--- src/abwp_pkg.sv ---
// Constants shared by the bridge and protection logic.
// Assumes a 32-bit AHB-Lite slave port and a 32-bit APB4 master port.
package abwp_pkg;
    // ==========================================
    // Register map (bridge-local window)
    localparam logic [31:0] WP_CLEAR_OFFSET = 32'h00000000;
    localparam logic [31:0] WP_SET_OFFSET = 32'h00000004;
    localparam logic [31:0] PERIPH_SPAN = 32'h00000400;
    localparam logic [31:0] WP_RESET = 32'h00000000;
    // ==========================================
    // Protection bit positions
    localparam int PM_BIT = 1;
    localparam int SYSTEM_CONTROL_PROTECT_BIT_BIT = 2;
    localparam int CLOCK_GENERATOR_PROTECT_BIT_BIT = 3;
    localparam int PERIPH_LO = 1;
    localparam int PERIPH_HI = 3;
    // ==========================================
    // AHB encodings
    localparam logic [1:0] HTRANS_NONSEQ = 2'h2;
    localparam logic [1:0] HTRANS_SEQ = 2'h3;
    localparam logic [2:0] HSIZE_BYTE = 3'h0;
    localparam logic [2:0] HSIZE_HALF = 3'h1;
    localparam logic [1:0] HRESP_OKAY = 2'h0;
    localparam logic [1:0] HRESP_ERROR = 2'h1;
    // ==========================================
    // Bridge states
    typedef enum logic [2:0] {
        ABWP_IDLE = 3'b000,
        ABWP_APB = 3'b001,
        ABWP_ERR1 = 3'b010,
        ABWP_ERR2 = 3'b011,
        ABWP_DONE = 3'b100
    } abwp_state_t;
endpackage

--- src/abwp_bridge.sv ---
// AHB-to-APB bridge with per-peripheral write protection.
// Assumes bridge_bus_clock is CORE_CLK, already enabled before use.
`timescale 1ns/1ps
module abwp_bridge (
    // Clock and reset
    input wire logic CORE_CLK,
    input wire logic NRST,
    // AHB slave
    input wire logic HSEL,
    input wire logic [31:0] HADDR,
    input wire logic [1:0] HTRANS,
    input wire logic HWRITE,
    input wire logic [2:0] HSIZE,
    input wire logic [3:0] HPROT,
    input wire logic [31:0] HWDATA,
    input wire logic HREADY,
    output logic HREADYOUT,
    output logic [1:0] HRESP,
    output logic [31:0] HRDATA,
    // APB master
    output logic [31:0] PADDR,
    output logic PSEL,
    output logic PENABLE,
    output logic PWRITE,
    output logic [2:0] PPROT,
    output logic [3:0] PSTRB,
    output logic [31:0] PWDATA,
    input wire logic [31:0] PRDATA,
    input wire logic PREADY,
    input wire logic PSLVERR,
    // Protection status
    output logic [31:0] WP_STATE
);
    abwp_pkg::abwp_state_t state_ff, nxt_state;
    logic [31:0] addr_ff;
    logic write_ff;
    logic [3:0] strb_ff;
    logic [31:0] wp_ff, nxt_wp;
    logic hready_ff, nxt_hready;
    logic [1:0] hresp_ff, nxt_hresp;
    logic [31:0] hrdata_ff, nxt_hrdata;
    logic psel_ff, penable_ff, pwrite_ff;
    logic wr_wait_ff;
    logic [2:0] pprot_ff;
    logic [3:0] pstrb_ff;
    logic [31:0] paddr_ff, pwdata_ff;

    // ==========================================
    // Address phase decode
    wire start = HSEL && HREADY && (HTRANS == abwp_pkg::HTRANS_NONSEQ || HTRANS == abwp_pkg::HTRANS_SEQ);
    wire [3:0] lane_mask = (HSIZE == abwp_pkg::HSIZE_BYTE) ? (4'h1 << HADDR[1:0]) :
        (HSIZE == abwp_pkg::HSIZE_HALF) ? (HADDR[1] ? 4'hc : 4'h3) : 4'hf;
    wire [31:0] word_addr = {HADDR[31:2], 2'h0};
    wire is_clr = (word_addr == abwp_pkg::WP_CLEAR_OFFSET);
    wire is_set = (word_addr == abwp_pkg::WP_SET_OFFSET);
    wire in_local = HADDR < abwp_pkg::PERIPH_SPAN;
    wire [31:0] slot = (HADDR - abwp_pkg::PERIPH_SPAN) / abwp_pkg::PERIPH_SPAN;
    wire periph_hit = !in_local && (slot < 32'h20);
    wire periph_prot = periph_hit && wp_ff[slot[4:0]];
    wire acc_clr = write_ff && (addr_ff[31:2] == abwp_pkg::WP_CLEAR_OFFSET[31:2]);
    wire acc_set = write_ff && (addr_ff[31:2] == abwp_pkg::WP_SET_OFFSET[31:2]);
    // Byte-lane expansion of the strobes for the data phase
    logic [31:0] byte_mask;
    genvar gi;
    generate
        for (gi = 0; gi < 4; gi++) begin : g_lane
            assign byte_mask[gi*8 +: 8] = {8{strb_ff[gi]}};
        end
    endgenerate
    wire [31:0] wdata_m = HWDATA & byte_mask;
    // Only implemented peripheral bits are protectable
    wire [31:0] impl = 32'h1 << abwp_pkg::PM_BIT | 32'h1 << abwp_pkg::SYSTEM_CONTROL_PROTECT_BIT_BIT |
        32'h1 << abwp_pkg::CLOCK_GENERATOR_PROTECT_BIT_BIT;
    wire [31:0] clr_hit = wdata_m & impl;
    wire dbl_unprot = acc_clr && |(clr_hit & ~wp_ff);
    wire dbl_prot = acc_set && |(clr_hit & wp_ff);

    // ==========================================
    // Next-state logic
    always_comb begin
        nxt_state = state_ff;
        nxt_wp = wp_ff;
        nxt_hready = hready_ff;
        nxt_hresp = hresp_ff;
        nxt_hrdata = hrdata_ff;
        case (state_ff)
            abwp_pkg::ABWP_IDLE: begin
                nxt_hready = 1'b1;
                nxt_hresp = abwp_pkg::HRESP_OKAY;
                if (start) begin
                    nxt_hready = 1'b0;
                    if (in_local) begin
                        nxt_state = abwp_pkg::ABWP_DONE;
                        nxt_hrdata = (is_clr || is_set) ? wp_ff : 32'h0;
                    end else if (HWRITE && periph_prot) begin
                        nxt_state = abwp_pkg::ABWP_ERR1;
                    end else begin
                        nxt_state = abwp_pkg::ABWP_APB;
                    end
                end
            end
            abwp_pkg::ABWP_DONE: begin
                // Data phase of local register read or write; HWDATA valid now for writes
                if (dbl_prot || dbl_unprot) begin
                    nxt_state = abwp_pkg::ABWP_ERR1;
                end else begin
                    if (acc_clr) nxt_wp = wp_ff & ~clr_hit;
                    if (acc_set) nxt_wp = wp_ff | clr_hit;
                    nxt_hready = 1'b1;
                    nxt_state = abwp_pkg::ABWP_IDLE;
                end
            end
            abwp_pkg::ABWP_APB: begin
                if (psel_ff && PREADY) begin
                    nxt_hrdata = PRDATA;
                    if (PSLVERR) begin
                        nxt_state = abwp_pkg::ABWP_ERR1;
                    end else begin
                        nxt_hready = 1'b1;
                        nxt_state = abwp_pkg::ABWP_IDLE;
                    end
                end
            end
            abwp_pkg::ABWP_ERR1: begin
                // Two-cycle AHB error response
                nxt_hresp = abwp_pkg::HRESP_ERROR;
                nxt_hready = 1'b0;
                nxt_state = abwp_pkg::ABWP_ERR2;
            end
            abwp_pkg::ABWP_ERR2: begin
                nxt_hready = 1'b1;
                nxt_state = abwp_pkg::ABWP_IDLE;
            end
            default: nxt_state = abwp_pkg::ABWP_IDLE;
        endcase
    end

    // ==========================================
    // Registers
    always_ff @(posedge CORE_CLK) begin
        if (!NRST) begin
            state_ff <= abwp_pkg::ABWP_IDLE;
            wp_ff <= abwp_pkg::WP_RESET;
            hready_ff <= 1'b1;
            hresp_ff <= abwp_pkg::HRESP_OKAY;
            hrdata_ff <= 32'h0;
            addr_ff <= 32'h0;
            write_ff <= 1'b0;
            strb_ff <= 4'h0;
        end else begin
            state_ff <= nxt_state;
            wp_ff <= nxt_wp;
            hready_ff <= nxt_hready;
            hresp_ff <= nxt_hresp;
            hrdata_ff <= nxt_hrdata;
            if (start && state_ff == abwp_pkg::ABWP_IDLE) begin
                addr_ff <= HADDR;
                write_ff <= HWRITE;
                strb_ff <= lane_mask;
            end
        end
    end

    // Merged APB cycle; writes wait one cycle for HWDATA so data never lags PSEL
    wire apb_go = state_ff == abwp_pkg::ABWP_IDLE && nxt_state == abwp_pkg::ABWP_APB;
    wire apb_end = state_ff == abwp_pkg::ABWP_APB && psel_ff && PREADY;
    always_ff @(posedge CORE_CLK) begin
        if (!NRST) begin
            psel_ff <= 1'b0;
            penable_ff <= 1'b0;
            pwrite_ff <= 1'b0;
            pprot_ff <= 3'h0;
            pstrb_ff <= 4'h0;
            paddr_ff <= 32'h0;
            pwdata_ff <= 32'h0;
            wr_wait_ff <= 1'b0;
        end else begin
            wr_wait_ff <= apb_go && HWRITE;
            if (apb_go) begin
                psel_ff <= !HWRITE;
                penable_ff <= !HWRITE;
                pwrite_ff <= HWRITE;
                paddr_ff <= HADDR;
                pprot_ff <= {~HPROT[0], 1'b0, HPROT[1]};
                pstrb_ff <= lane_mask;
            end else if (wr_wait_ff) begin
                psel_ff <= 1'b1;
                penable_ff <= 1'b1;
                pwdata_ff <= HWDATA;
            end else if (apb_end) begin
                psel_ff <= 1'b0;
                penable_ff <= 1'b0;
            end
        end
    end

    assign HREADYOUT = hready_ff;
    assign HRESP = hresp_ff;
    assign HRDATA = hrdata_ff;
    assign PSEL = psel_ff;
    assign PENABLE = penable_ff;
    assign PWRITE = pwrite_ff;
    assign PPROT = pprot_ff;
    assign PSTRB = pstrb_ff;
    assign PADDR = paddr_ff;
    assign PWDATA = pwdata_ff;
    assign WP_STATE = wp_ff;
endmodule

--- config.mk ---
export PLATFORM = sky130hd
export DESIGN_NAME = abwp_bridge
export DESIGN_NICKNAME = d
export VERILOG_FILES = /design/src/abwp_pkg.sv /design/src/abwp_bridge.sv
export SDC_FILE = /design/constraint.sdc
export NUM_CORES = 1
export LEC_CHECK = 0
export BUFFER_PORTS_ARGS = -buffer_cell sky130_fd_sc_hd__buf_2
export CORE_MARGIN = 2
export CORE_UTILIZATION = 50
export DETAILED_ROUTE_END_ITERATION = 10
export PLACE_DENSITY_LB_ADDON = 0.25
export SLEW_MARGIN = 20
export SYNTH_ARGS = -nofsm -noshare
export SYNTH_HDL_FRONTEND = slang
export SYNTH_SLANG_ARGS = --single-unit
--- constraint.sdc ---
create_clock -name CORE_CLK -period 4 [get_ports CORE_CLK]
set_input_delay 0.8 -clock CORE_CLK [delete_from_list [all_inputs] [get_ports CORE_CLK]]
set_output_delay 0.8 -clock CORE_CLK [all_outputs]
set_load 0.02 [all_outputs]
Word level (Yosys, flattened, before mapping)
Cells that the tools add are included.
Operators by class
  $add $sub $neg: 1
  multiply operators: 0
  div/mod/pow operators: 0
  $lt $le $gt $ge: 3
  equality and inequality tests: 15
  shift-type cells: 1
  multiplexer cells: 28
  bitwise operators: 10
  reduce and logical (&&, ||, !) cells: 35
Operator list (number)
  $mux W32: 6
  $and A4 B32 Y32: 2
  $pmux W32 S2: 1
  $reduce_or A32 Y1: 2
  $eq A30 B1 Y1 const B: 2
  $and A32 B32 Y32: 1
  $logic_not A32 Y1: 1
  $lt A32 B11 Y1 const B: 1
  $not A32 Y32: 1
  $not A4 Y32: 1
  $or A32 B4 Y32: 1
  $sub A32 B11 Y32 const B: 1
  $logic_not A30 Y1: 1
  $lt A22 B6 Y1 const B: 1
  $logic_and A1 B1 Y1: 15
  $mux W4: 3
  $pmux W3 S4: 1
  $ne A2 B2 Y1 const B: 5
  $eq A3 B1 Y1 const B: 3
  $mux W3: 3
  $mux W1: 8
  $reduce_and A4 Y1: 2
  $eq A3 B2 Y1 const B: 2
  $logic_not A3 Y1: 2
  other kinds (17): 27
Storage, ports and cells
  register bits: 177
  latch bits: 0
  bits in writable memories: 0
  memory bits (read-only): 0
  input port bits: 112
  output and inout bits: 141
  memories: 0

Longest topological paths before layout
  depth in word-level cells: 13
  mapped depth: 12
  gate-level depth less buffers: 9

Least setup slack after synthesis
OpenSTA, ideal clock, no wires.
  path kind: input to register
  from: input port HADDR[14]
  to: register pwdata_ff[10] (netlist: PWDATA[10])
  library setup time: 0.127 ns
  arrival: 3.325 ns
  required time: 3.873 ns
  slack: 0.548 ns
  stages: 9
  path buffers: 2
  cell sequence: or4_4 or4_1 or4_1 a211oi_2 and4_1 buf_6 buf_6 nor2_1 or3_1
On the way
  word-level cells in the longest chain between the ends: 13
  elaborated cells on any way between the ends: 17
RTL lines
  from (decl): line abwp_bridge.sv:10  | input wire logic [31:0] HADDR,
  $sub A32 B11 Y32 or $lt A32 B11 Y1 (tied branches): line abwp_bridge.sv:57, abwp_bridge.sv:56
  $lt A22 B6 Y1 (tied with other cells): line abwp_bridge.sv:58  | wire periph_hit = !in_local && (slot < 32'h20);
  $logic_and A1 B1 Y1 or $mux W1 (tied branches): line abwp_bridge.sv:58, abwp_bridge.sv:59
  $logic_and A1 B1 Y1: line abwp_bridge.sv:59  | wire periph_prot = periph_hit && wp_ff[slot[4:0]];
  $logic_and A1 B1 Y1: line abwp_bridge.sv:95  | end else if (HWRITE && periph_prot) begin
  $mux W2: line abwp_bridge.sv:95
  $mux W3 *: line abwp_bridge.sv:92  | if (in_local) begin
  $mux W3 *: line abwp_bridge.sv:90  | if (start) begin
  $pmux W3 S4 *: line abwp_bridge.sv:86  | case (state_ff)
  $eq A3 B1 Y1 *: line abwp_bridge.sv:165  | wire apb_go = state_ff == abwp_pkg::ABWP_IDLE && nxt_state == abwp_pkg::ABWP_APB;
  $logic_and A1 B1 Y1 *: line abwp_bridge.sv:165
  $not A1 Y1 (no source line) *
  $reduce_and A2 Y1 (no source line) *
  to (signal assigned): line abwp_bridge.sv:175  | pwdata_ff <= 32'h0;
  to (signal assigned): line abwp_bridge.sv:189  | pwdata_ff <= HWDATA;
  to (decl): line abwp_bridge.sv:46  | logic [31:0] paddr_ff, pwdata_ff;
Mark *: on every way between the ends. The rest lies on a longest branch, timed or not. The select of a mux whose other input is x is not followed.
A chain may end at the register's enable or synchronous reset.

Final worst setup path
  from: input port HADDR[14]
  to: register pwdata_ff[9] (netlist: PWDATA[9])
Same word-level chain as after synthesis.

==> metrics.txt <==
XOR/XNOR Fraction of Synth Area less than 1%; RSZ-0062 raised after global routing false; Yosys top cell area share 42.89%; Die Area 14,480 um^2; Power per Cell Area 435.8 nW/um^2; Area Growth Syn to Fin 27.38%; simple-gate share of the synthesized area slightly below 30%; io pins ~250; worst hold path type reg2reg; die width 120.3 um; filler instances 1,163; drt wl/cell 15.28 um; Worst setup SP type input pin; vias in the first global route between 6,000 and 7,000; CTS tree built; initial antenna violation count 0; Crit path buffers/inverters 2; Post-route DRC 0; layout cells sized above 1 about a quarter; ranking of synthesized cells by area dfxtp_1 (43%), nor2_1 (6.2%), nand3_1 (6.1%), nand2_1 (4.6%), a21oi_1 (4.1%); largest net degree at the start of global routing between 60 and 70; largest family of logic cells by synthesized area simple AND/OR/NAND/NOR gates; clk_skew between 0.007 and 0.008 ns; clk sinks between 100 and 150; final non-filler cell total 1,234; setup repair bufs after CTS 0; post-CTS resize count 0; Reg clk slew, reported paths about 0.06 ns; pin slew with the least headroom to its limit 1.050 ns; fmax 0.2944 GHz; Total Routing Usage GR 25.49%; Worst setup EP type register; RD Place Congestion 0.8742; first-pass GRT wire length approximately 30 mm; most frequent cells in the layout buf_2 (218), dfxtp_1 (144), nor2_1 (110); clock latency on the worst-skew pair approximately 0.42 ns; Cell Area, Synth 6768 um^2; Worst slew margin approximately 30%; buffers added on ports 218; crit-path cells buf_2, or4_4, or4_1, or4_1, a211oi_2, and4_2, buf_12, nor2_1, or3_1; leading area contributor after synthesis dfxtp_1; First DRT Iteration DRCs between 600 and 700; Placed Cells 1,203; Avg Cell Area, Syn 7.897 um^2; Critical-path top delay cell or4_4; CTS buffer count 17; Worst Path Max Fanout 35; hold_buf cts 0; # rows 42; most used cell along the critical path or4_1; crit-path leading delay family simple AND/OR/NAND/NOR gates; setup TNS 0 ns; Diodes inserted 0; Final nets around 1,200; Adder-Cell Fraction of Synth Area 0.3698%; clk root buf clkbuf_16; HPWL Detailed approximately 13 mm; gr ovfl total 0; post-route ant nets 0; most common cell after layout, fill and taps aside buf_2; max-cap violation count 0; DR pass1 iterations 6; CP Data Required Time about 4.3 ns; ys async rst share 0%; sequential cell area around 2900 um^2; CP Class in2reg; CP Data Arrival Time approximately 3.7 ns; most common flop cell mapped by yosys dfxtp_1; routed vias 6,838; Post-Route WL 18.85 mm; Leak between 3 and 4 nW; register-to-register setup slack approximately 1.5 ns; Synthesis Warnings 0; status completed; post-synthesis sequential area ratio between 40% and 50%; Max Root-Sink Buffers 2; Initial Util approximately 51%; Final Critical Period around 3.4 ns; Multi-input gate area 3427 um^2; Finish-stage setup viols 0; Die Y around 120 um; register bit total from synthesis ~150; EDFF count, synth 0; core area 13,240 um^2; Gate Count Post-Synth between 800 and 900; mux cell area share after synthesis 1.035%; post-synthesis compound-gate area fraction 17.77%; Tcrit/Tclk final 84.92%; Synth cell types 61; IR drop worst, VDD 0.0003184 V; H-tree depth 4; Hold Fails Final Rpt 0; DR vias/cell between 5 and 6; Slew Viols, Final 0; Largest stage delay, worst path about 0.57 ns
-- cell usage after synthesis, types with 4 or more instances --
master and number:
nor4_1 14, nand4_1 8, nor3_1 11, or4_1 4
inv_1 9, nor2b_1 8, nand3b_1 29, a22oi_1 29
nor2_1 111, a22o_1 18, mux2i_1 7, o21ai_0 50
o211ai_1 4, nand2_1 83, buf_2 6, buf_4 32
nand3_1 82, a21oi_1 56, dfxtp_1 145, or3_1 31
clkbuf_1 59
-- metrics by stage --
stage               worst slack, ns  utilization, %  hold slack (ns)  total power [mW]  cell area [um^2]
floorplan                    0.5478               -           0.4316             1.730              6880
global placement             0.2509           59.63           0.4436             1.835              7896
detailed placement           0.1901           59.63           0.4473             1.838              7896
CTS                          0.6143           65.09           0.4553             3.774              8620
global route                 0.5337           65.10           0.4782             3.868              8621
finish                       0.6032           65.10           0.4560             3.757              8621
-- power breakdown --
group	internal (mW)	switching, mW	total, mW
registers	1.48	0.0225	1.50
logic	0.109	0.201	0.310
clock network	1.34	0.604	1.95
total	2.93	0.828	3.76
-- sequential cells by signal, summed over array words and instances, names as in the netlist, named ones only --
signal      flops
HRDATA         32
HREADYOUT       1
HRESP           1
PADDR          32
PENABLE         1
PPROT           2
PSTRB           4
PWDATA         32
PWRITE          1
addr_ff        30
state_ff        3
strb_ff         1
wr_wait_ff      1
write_ff        1
-- metal layers --
metal  wire [um]  up-vias  track usage [%]
met5           0        -                0
met4         265        0            8.358
met3        1259       27            6.368
met2        8906      227            40.27
met1        8420     3232            34.24
li1            -     3352                -
-- cells by family (layout without fill, tap and decap cells) --
family | after synthesis | count (layout)
XOR/XNOR | 3 | 3
AO/OA/AOI/OAI | 188 | 188
adder cells (fa/ha/maj) | 2 | 2
other | 1 | 31
AND/OR/NAND/NOR | 399 | 399
buffers and inverters | 112 | 283
multiplexers | 7 | 7
flip-flops | 145 | 145
-- final timing paths --
check	start	endpoint	depth (start not counted)
setup / recovery	HADDR[14]	PWDATA[9]	9
hold / removal	addr_ff[13]	addr_ff[13]	2
setup reg to reg	register	PWDATA[9]	8
hold reg to reg	addr_ff[13]	addr_ff[13]	2
-- worst min-delay path: cells and delay by family, from the launching register on --
family             cells  cell delay, ns
and+or+nand+nor        1            0.05
AOI/OAI and AO/OA      1            0.05
DFF                    1            0.31
-- cell type report --
| cell class | count | share of cell area (%) |
|---|---|---|
| sequential | 145 | 33.69 |
| tap | 176 | 2.554 |
| timing repair buffer | 242 | 15.18 |
| clock buffer | 21 | 5.457 |
| multi-input combinational | 630 | 39.75 |
| inverter | 10 | 0.4354 |
| clock inverter | 10 | 2.932 |
(Power assumes the default switching activity.)
